--- config.mk ---
export PLATFORM = sky130hd
export DESIGN_NAME = hei_position_sensor_interface
export DESIGN_NICKNAME = d
export VERILOG_FILES = /design/src/core/hei_pkg.sv /design/src/core/hei_position_sensor_interface.sv
export SDC_FILE = /design/constraint.sdc
export NUM_CORES = 1
export LEC_CHECK = 0
export BUFFER_PORTS_ARGS = -buffer_cell sky130_fd_sc_hd__buf_4
export CAP_MARGIN = 0
export CORE_MARGIN = 2
export CORE_UTILIZATION = 30
export DETAILED_ROUTE_END_ITERATION = 10
export GPL_TIMING_DRIVEN = 0
export SLEW_MARGIN = 10
export SYNTH_ARGS = -nofsm -noshare
export SYNTH_HDL_FRONTEND = slang
export SYNTH_SLANG_ARGS = --single-unit
--- constraint.sdc ---
create_clock -name clk_sys -period 2.8 [get_ports clk_sys]
set_input_delay 0.28 -clock clk_sys [delete_from_list [all_inputs] [get_ports clk_sys]]
set_output_delay 0.28 -clock clk_sys [all_outputs]
set_load 0.005 [all_outputs]
--- src/core/hei_pkg.sv ---
package hei_pkg;

    // register byte offsets
    localparam logic [7:0] OFF_CTRL  = 8'h00;
    localparam logic [7:0] OFF_STAT  = 8'h04;
    localparam logic [7:0] OFF_MASK  = 8'h08;
    localparam logic [7:0] OFF_POS   = 8'h0C;
    localparam logic [7:0] OFF_MAXC  = 8'h10;
    localparam logic [7:0] OFF_PULSE = 8'h14;
    localparam logic [7:0] OFF_HCAP  = 8'h18;
    localparam logic [7:0] OFF_HMAX  = 8'h1C;
    localparam logic [7:0] OFF_HRUN  = 8'h20;

    // status / mask bit positions
    localparam int ST_ZCLR = 0;
    localparam int ST_EDGE = 1;
    localparam int ST_WMAX = 2;
    localparam int ST_WRAP = 3;
    localparam int ST_W    = 4;

    // widths of the counters and the control word
    localparam int POS_W  = 16;
    localparam int CNT_W  = 23;
    localparam int CTRL_W = 20;

    // control word, bit 0 at the bottom
    typedef struct packed {
        logic [3:0] filtLen;   // 19:16 filter window in prescaled ticks
        logic [5:0] acmpSel;   // 15:10 comparator index, 2 bits per input
        logic [2:0] srcAcmp;   // 9:7   input takes comparator instead of pin
        logic [2:0] presc;     // 6:4   division 2**presc
        logic       zClrEn;    // 3     index clears position, quadrature mode only
        logic       dirMode;   // 2     pulse plus direction counting
        logic       hallMode;  // 1     hall decoding instead of encoder
        logic       enable;    // 0
    } hei_ctrl_t;

    // reset values
    localparam logic [CTRL_W-1:0] CTRL_RST  = 20'h00000;
    localparam logic [ST_W-1:0]   STAT_RST  = 4'h0;
    localparam logic [ST_W-1:0]   MASK_RST  = 4'h0;
    localparam logic [POS_W-1:0]  POS_RST   = 16'h0000;
    localparam logic [POS_W-1:0]  MAXC_RST  = 16'hFFFF;
    localparam logic [CNT_W-1:0]  CNT_RST   = 23'h000000;
    localparam logic [CNT_W-1:0]  HMAX_RST  = 23'h7FFFFF;

    // latched address phase of a bus transfer
    typedef struct packed {
        logic [7:0] addr;
        logic       write;
        logic       valid;
    } hei_aphase_t;

endpackage

--- src/core/hei_position_sensor_interface.sv ---
`timescale 1ns/100ps
module hei_position_sensor_interface #(
    parameter int NIN   = 3,
    parameter int NACMP = 4,
    parameter int FLT_W = 4
) (
    // clock and reset
    input  wire logic        clk_sys,
    input  wire logic        rstn,
    // ahb-lite slave
    input  wire logic        hsel,
    input  wire logic [31:0] haddr,
    input  wire logic [1:0]  htrans,
    input  wire logic        hwrite,
    input  wire logic [2:0]  hsize,
    input  wire logic        hready,
    input  wire logic [31:0] hwdata,
    output logic             hreadyout,
    output logic [31:0]      hrdata,
    output logic             hresp,
    // sensor pins and comparator outputs
    input  wire logic [NIN-1:0]   sensorInput,
    input  wire logic [NACMP-1:0] analogComparator,
    // interrupt
    output logic             irq
);

    if (NIN != 3 || NACMP != 4 || FLT_W != 4)
    begin : g_chk
        $error("hei: only three inputs, four comparators and 4-bit filter supported");
    end

    // ---------------- registers
    hei_pkg::hei_ctrl_t             ctrl_reg;
    logic [hei_pkg::ST_W-1:0]       stat_reg;
    logic [hei_pkg::ST_W-1:0]       mask_reg;
    logic [hei_pkg::POS_W-1:0]      pos_reg;
    logic [hei_pkg::POS_W-1:0]      maxc_reg;
    logic [hei_pkg::CNT_W-1:0]      pulse_reg;
    logic [hei_pkg::CNT_W-1:0]      hcap_reg;
    logic [hei_pkg::CNT_W-1:0]      hmax_reg;
    logic [hei_pkg::CNT_W-1:0]      hrun_reg;
    logic                           armed_reg;
    hei_pkg::hei_aphase_t           ap_reg;
    logic                           hreadyout_reg;
    logic [31:0]                    hrdata_reg;
    logic                           irq_reg;
    logic [6:0]                     div_reg;
    logic [NIN-1:0]                 pinS1_reg;
    logic [NIN-1:0]                 pinS2_reg;
    logic [NACMP-1:0]               acS1_reg;
    logic [NACMP-1:0]               acS2_reg;
    logic [NIN-1:0]                 filt_reg;
    logic [NIN-1:0]                 filtD_reg;

    // ---------------- bus decode
    logic                           accept;
    logic                           wrEn;
    logic                           rdLoad;
    logic [31:0]                    rdData;
    logic                           wrCtrl;
    logic                           wrStat;
    logic                           wrMask;
    logic                           wrPos;
    logic                           wrMaxc;
    logic                           wrPulse;
    logic                           wrHmax;

    // a read spends one wait state so that it sees any write just before it
    assign accept  = hsel && htrans[1] && hready;
    assign wrEn    = ap_reg.valid && ap_reg.write;
    assign rdLoad  = ap_reg.valid && !ap_reg.write && !hreadyout_reg;
    assign wrCtrl  = wrEn && ap_reg.addr == hei_pkg::OFF_CTRL;
    assign wrStat  = wrEn && ap_reg.addr == hei_pkg::OFF_STAT;
    assign wrMask  = wrEn && ap_reg.addr == hei_pkg::OFF_MASK;
    assign wrPos   = wrEn && ap_reg.addr == hei_pkg::OFF_POS;
    assign wrMaxc  = wrEn && ap_reg.addr == hei_pkg::OFF_MAXC;
    assign wrPulse = wrEn && ap_reg.addr == hei_pkg::OFF_PULSE;
    assign wrHmax  = wrEn && ap_reg.addr == hei_pkg::OFF_HMAX;

    // read mux, unmapped offsets read zero
    assign rdData =
        (ap_reg.addr == hei_pkg::OFF_CTRL)  ? {12'h000, ctrl_reg} :
        (ap_reg.addr == hei_pkg::OFF_STAT)  ? {28'h0000000, stat_reg} :
        (ap_reg.addr == hei_pkg::OFF_MASK)  ? {28'h0000000, mask_reg} :
        (ap_reg.addr == hei_pkg::OFF_POS)   ? {16'h0000, pos_reg} :
        (ap_reg.addr == hei_pkg::OFF_MAXC)  ? {16'h0000, maxc_reg} :
        (ap_reg.addr == hei_pkg::OFF_PULSE) ? {9'h000, pulse_reg} :
        (ap_reg.addr == hei_pkg::OFF_HCAP)  ? {9'h000, hcap_reg} :
        (ap_reg.addr == hei_pkg::OFF_HMAX)  ? {9'h000, hmax_reg} :
        (ap_reg.addr == hei_pkg::OFF_HRUN)  ? {9'h000, hrun_reg} : 32'h00000000;

    // address phase capture and answer
    always_ff @(posedge clk_sys or negedge rstn)
    begin
        if (!rstn)
        begin
            ap_reg        <= '0;
            hreadyout_reg <= 1'b1;
            hrdata_reg    <= 32'h00000000;
        end
        else
        begin
            if (hreadyout_reg)
            begin
                ap_reg <= '{addr: haddr[7:0], write: hwrite, valid: accept};
            end
            hreadyout_reg <= !(accept && !hwrite && hreadyout_reg);
            if (rdLoad)
            begin
                hrdata_reg <= rdData;
            end
        end
    end

    assign hreadyout = hreadyout_reg;
    assign hrdata    = hrdata_reg;
    assign hresp     = 1'b0;  // always okay

    // ---------------- input synchronisers, pins and comparators are async
    always_ff @(posedge clk_sys or negedge rstn)
    begin
        if (!rstn)
        begin
            pinS1_reg <= '0;
            pinS2_reg <= '0;
            acS1_reg  <= '0;
            acS2_reg  <= '0;
        end
        else
        begin
            pinS1_reg <= sensorInput;
            pinS2_reg <= pinS1_reg;
            acS1_reg  <= analogComparator;
            acS2_reg  <= acS1_reg;
        end
    end

    // ---------------- prescaler
    logic [6:0] prescTop;
    logic       tick;

    assign prescTop = 7'h7F >> (3'h7 - ctrl_reg.presc);
    assign tick     = div_reg == prescTop;

    always_ff @(posedge clk_sys or negedge rstn)
    begin
        if (!rstn)
            div_reg <= 7'h00;
        else if (tick || wrCtrl)
            div_reg <= 7'h00;
        else
            div_reg <= 7'(div_reg + 7'h01);
    end

    // ---------------- source select and filter per input
    logic [NIN-1:0] raw;

    for (genvar i = 0; i < NIN; i++)
    begin : g_in
        logic [FLT_W-1:0] fcnt_reg;
        logic [1:0]       sel;

        assign sel    = ctrl_reg.acmpSel[2*i +: 2];
        assign raw[i] = ctrl_reg.srcAcmp[i] ? acS2_reg[sel] : pinS2_reg[i];

        // a change must hold filtLen+1 ticks before it is taken
        always_ff @(posedge clk_sys or negedge rstn)
        begin
            if (!rstn)
            begin
                fcnt_reg    <= '0;
                filt_reg[i] <= 1'b0;
            end
            else if (tick)
            begin
                if (raw[i] == filt_reg[i])
                    fcnt_reg <= '0;
                else if (fcnt_reg >= ctrl_reg.filtLen)
                begin
                    fcnt_reg    <= '0;
                    filt_reg[i] <= raw[i];
                end
                else
                    fcnt_reg <= FLT_W'(fcnt_reg + 1'b1);
            end
        end
    end

    always_ff @(posedge clk_sys or negedge rstn)
    begin
        if (!rstn)
            filtD_reg <= '0;
        else
            filtD_reg <= filt_reg;
    end

    // ---------------- edge and mode decode
    logic [NIN-1:0] rise;
    logic [NIN-1:0] chg;
    logic           encOn;
    logic           hallOn;
    logic           quadStep;
    logic           step;
    logic           up;
    logic           zHit;
    logic           wrapEvt;
    logic           hallChg;
    logic           wmaxEvt;

    assign rise     = filt_reg & ~filtD_reg;
    assign chg      = filt_reg ^ filtD_reg;
    assign encOn    = ctrl_reg.enable && !ctrl_reg.hallMode;
    assign hallOn   = ctrl_reg.enable && ctrl_reg.hallMode;
    // both phases moving at once is not a valid quadrature step
    assign quadStep = chg[0] ^ chg[1];
    assign step     = encOn && (ctrl_reg.dirMode ? rise[0] : quadStep);
    assign up       = ctrl_reg.dirMode ? filt_reg[1] : (filt_reg[0] ^ filtD_reg[1]);
    assign zHit     = encOn && !ctrl_reg.dirMode && ctrl_reg.zClrEn && rise[2];
    assign wrapEvt  = step && !up && !zHit && pos_reg == '0;
    assign hallChg  = hallOn && |chg;
    assign wmaxEvt  = hallOn && !hallChg && armed_reg && hrun_reg > hmax_reg;

    // ---------------- encoder counters
    always_ff @(posedge clk_sys or negedge rstn)
    begin
        if (!rstn)
            pos_reg <= hei_pkg::POS_RST;
        else if (wrPos)
            pos_reg <= hwdata[hei_pkg::POS_W-1:0];
        else if (zHit)
            pos_reg <= '0;
        else if (step && up)
            pos_reg <= (pos_reg == maxc_reg) ? '0 : 16'(pos_reg + 16'h0001);
        else if (step)
            pos_reg <= wrapEvt ? maxc_reg : 16'(pos_reg - 16'h0001);
    end

    always_ff @(posedge clk_sys or negedge rstn)
    begin
        if (!rstn)
            pulse_reg <= hei_pkg::CNT_RST;
        else if (wrPulse)
            pulse_reg <= hwdata[hei_pkg::CNT_W-1:0];
        else if (encOn && rise[0])
            pulse_reg <= 23'(pulse_reg + 23'h000001);
    end

    // ---------------- hall width timer, saturates instead of wrapping
    always_ff @(posedge clk_sys or negedge rstn)
    begin
        if (!rstn)
        begin
            hrun_reg  <= hei_pkg::CNT_RST;
            hcap_reg  <= hei_pkg::CNT_RST;
            armed_reg <= 1'b0;
        end
        else if (hallChg)
        begin
            hcap_reg  <= hrun_reg;
            hrun_reg  <= '0;
            armed_reg <= 1'b1;
        end
        else
        begin
            if (hallOn && tick && !(&hrun_reg))
                hrun_reg <= 23'(hrun_reg + 23'h000001);
            if (wmaxEvt)
                armed_reg <= 1'b0;  // one alarm per edge
        end
    end

    // ---------------- configuration registers
    always_ff @(posedge clk_sys or negedge rstn)
    begin
        if (!rstn)
        begin
            ctrl_reg <= hei_pkg::CTRL_RST;
            mask_reg <= hei_pkg::MASK_RST;
            maxc_reg <= hei_pkg::MAXC_RST;
            hmax_reg <= hei_pkg::HMAX_RST;
        end
        else
        begin
            if (wrCtrl)
                ctrl_reg <= hwdata[hei_pkg::CTRL_W-1:0];
            if (wrMask)
                mask_reg <= hwdata[hei_pkg::ST_W-1:0];
            if (wrMaxc)
                maxc_reg <= hwdata[hei_pkg::POS_W-1:0];
            if (wrHmax)
                hmax_reg <= hwdata[hei_pkg::CNT_W-1:0];
        end
    end

    // ---------------- sticky status, write one to clear, new event wins
    logic [hei_pkg::ST_W-1:0] evt;
    logic [hei_pkg::ST_W-1:0] clr;

    assign evt = {wrapEvt, wmaxEvt, hallChg, zHit};
    assign clr = wrStat ? hwdata[hei_pkg::ST_W-1:0] : '0;

    always_ff @(posedge clk_sys or negedge rstn)
    begin
        if (!rstn)
        begin
            stat_reg <= hei_pkg::STAT_RST;
            irq_reg  <= 1'b0;
        end
        else
        begin
            stat_reg <= (stat_reg & ~clr) | evt;
            irq_reg  <= |(stat_reg & mask_reg);  // one cycle behind status
        end
    end

    assign irq = irq_reg;
endmodule

==> run metrics <==
run status finished clean; # DRC 0; part of the total power dissipated in the clock network between 40 and 50%; part of the power in registers roughly 46%; GR Util met3 under 10%; cell area after placement ~15000 um2; FFs w/ async S/R, synth 100%; GRT met1 Usage 28.6%; fraction of power spent switching nets 26.4%; unrepaired setup endpoints after global routing yes; overall power around 7900 uW; number of buffers and inverters on the critical path 2; design internal power 5810 uW; final worst slack around 88 ps; final layout net count roughly 1800; vertical extent of the die 215 um; maximum fanout along the worst path 8; Final Instance Area 16000 um2; Max-slew headroom between 30% and 40%; Die X approximately 220 um; Worst path top cell family by delay simple AND/OR/NAND/NOR gates; worst setup slack after placement -241 ps; Bufs on Longest Clock Path 3; prevailing post-synth register cell dfrtp_1; final WL 47100 um; crit path cell chain or2_1 > buf_2 > nor3_4 > buf_4 > nand2_1 > or3_1 > a21oi_1 > o21ai_0 > a21oi_1; Final setup viols 0; Combinational Power Share about 10%; maximum clock frequency about 370 MHz; vias per std cell 5.43; detailed-route wire length per cell roughly 21 um; antenna violations before repair 0; Distinct cells, synth 76; clock latency reported for the late side of the worst-skew pair 550 ps; Pwr per Cell Area ~490 nW/um2; critical path's slowest cell or3_1; capture endpoint of the worst hold path hmax_reg[8]; count of buffers from port buffering 68; wire length of the first global-routing pass slightly above 70000 um; first-pass detailed-route iteration total 7; most congested layer reported by global routing met2; Worst path most repeated cell a21oi_1; clk sink count around 230; type of the most critical hold path input pin to flip-flop; met2 track utilization from global routing 31.2%; number of global-route vias before repair 11900; endpoint kind of the worst setup timing path flip-flop; final RePlAce weighted congestion roughly 0.94; buffer type at the clock tree root clkbuf_16; number of instances in the synthesized netlist 1485; most area-hungry cell type in the Yosys netlist dfrtp_1; pins over their slew limit 0; number of rows in the core area 77; HPWL after detailed placement ~35000 um; fraction of layout instances using a drive strength above 1 a little under a fifth; slowest cell delay on critical path ~420 ps; logic depth of the worst register-to-register path 9; number of I/O pins about 120; number of violations of the max-capacitance limit 0; area of the die around 46000 um2; final cycle utilization of the critical path a little over nine tenths; worst hold margin just over 20 ps; data arrival time of the critical path 3190 ps; H-Tree Depth 1; starting density of the core 30.3%; summed instance area of the synthesized netlist 13400 um2; CP startpoint kind flip-flop; clock tree from TritonCTS built; growth of design area from synthesis to finish 19.9%; total leakage power 0.00686 uW; area inside the core boundary between 40000 and 50000 um2; number of hold violations in the final report 0; required time of the critical path about 3300 ps; gr usage total between 20% and 30%; residual overflow from global routing 0; launching point of the worst reg2reg path ap_reg[3]; Avg Inst Size Synth 9.01 um2; number of flops mapped to enable cells by yosys 0; setup TNS 0 ps; P_sw 2080 uW; setup slack, reg-to-reg 90 ps; Area contributors post-synth dfrtp_1 35%, dfstp_2 7.9%, nand2_1 6.8%; via total after detailed routing roughly 12000; share of Yosys cell area claimed by the top area cell type about a third; Period minus WS final around 2700 ps; Clock Skews about 15 ps; number of flip-flops and latches in the synthesized netlist ~230; hold-critical path depth 3; number of antenna-violating nets in the routed design 0; maximum number of pins on one net before global-route repair 95; Yosys warning total 0; R2R Path End hrdata[4]; number of DRC violations after detailed-routing iteration 0 roughly 1100; total CTS buffers 25; Worst IR Drop VDD around 0.0004 V; Worst-Margin Slew ~1000 ps; worst hold path startpoint hwdata[8]; post-synthesis sequential area ratio a little over two fifths; register clock-pin slew on the reported worst setup and hold paths approximately 60 ps; critical path start-end classification flip-flop to flip-flop
cells in the final DEF, fill, tap and decap left out, types with 7 or more instances in the layout:
cell type and instances:
nand2_1 241, dfrtp_1 187, o21ai_0 136, buf_4 90, a21oi_1 87, nor2_1 84, inv_1 57, clkbuf_1 47
ha_1 47, mux2_2 46, xnor2_1 42, nand3_1 42, dfstp_2 40, xor2_1 26, dlygate4sd3_1 26, clkbuf_16 25
nand2b_1 22, nand4_1 22, a22oi_1 22, or3_1 21, mux2i_1 19, nor3_1 17, buf_2 16, o211ai_1 16
or4_1 16, and3_1 15, o221ai_1 14, and2_1 11, o21a_1 11, o31ai_1 10, o22ai_1 10, conb_1 10
nor2b_1 9, nor4_1 9, a211oi_1 8, a31oi_1 8, clkbuf_2 8, a221oi_1 7
power by group through the flow:
stage                     sequential [uW]  clock, uW  combinational [uW]
after floorplan                      3610          0                 413
after global placement               3650          0                 729
after detailed placement             3650          0                 755
after CTS                            3600       3570                 792
after global routing                 3620       3700                 887
final                                3600       3500                 792
synth_stat cells (all sizes together) (7+ instances only):
cell type / count
nand4: 25
o21a: 11
clkbuf: 52
mux2i: 19
or4: 18
o221ai: 14
o211ai: 17
or2: 7
xor2: 26
inv: 57
a31oi: 8
nand2: 243
a21oi: 89
a211oi: 8
dfstp: 40
xnor2: 42
and3: 15
and2: 11
nor2: 96
a22oi: 22
nor4: 13
o21ai: 138
ha: 47
dfrtp: 187
o31ai: 11
nand3: 43
or3: 21
nand2b: 22
buf: 35
o22ai: 10
mux2: 46
nor3: 24
a221oi: 7
nor2b: 9
cells by family after synthesis:
group,synth area share [%]
other,0.0280
DFF,42.8
adders and majority gates,4.39
muxes,5.80
AOI/OAI and AO/OA,17.3
and+or+nand+nor,20.6
xor gates and xnor gates,4.45
buffers and inverters,4.69
worst max path at each step:
stage / startpoint / to / cells after the start
2_1_floorplan: filt_reg[0] / pos_reg[9] / 9
3_3_place_gp: rstn / pos_reg[15] / 1
3_5_place_dp: filt_reg[0] / pos_reg[13] / 9
4_1_cts: filt_reg[0] / pos_reg[9] / 9
5_1_grt: ap_reg[5] / pulse_reg[8] / 7
6_report: ap_reg[3] / hrdata[4] / 9
repair_timing:
item                                   in CTS  in global routing
pin swaps                                   2                  3
resized for setup                          12                 30
endpoints found under the hold margin      88                  0
setup endpoints to repair                  59                118
hold buffers                               26                  0
setup buffers                               3                  8
stage by stage:
stage	instances	utilization [%]
after floorplan	1494	-
after global placement	2154	33.2
after detailed placement	2156	33.4
after CTS	2231	36.0
after global routing	2238	36.4
final	2239	36.4
cell type report:
cell class	count	area, um2
fill	4503	28100
multi-input combinational	1123	7150
sequential	227	5730
timing repair buffer	107	928
tap	592	741
clock buffer	34	699
buffer	86	432
inverter	57	214
clock inverter	12	151
antenna	1	2.50
tightest hold or removal path, delay by kind of cell:
kind,cells,cell delay (ps)
buffers and inverters,1,150
AO/OA/AOI/OAI,1,70
AND/OR/NAND/NOR,1,60
metal layers:
layer	vias to the layer above	part of all wire (%)
li1	5573	-
met1	6036	45
met2	461	44
met3	87	7.1
met4	0	3.0
met5	-	0
Power figures use the tool's default switching activity.
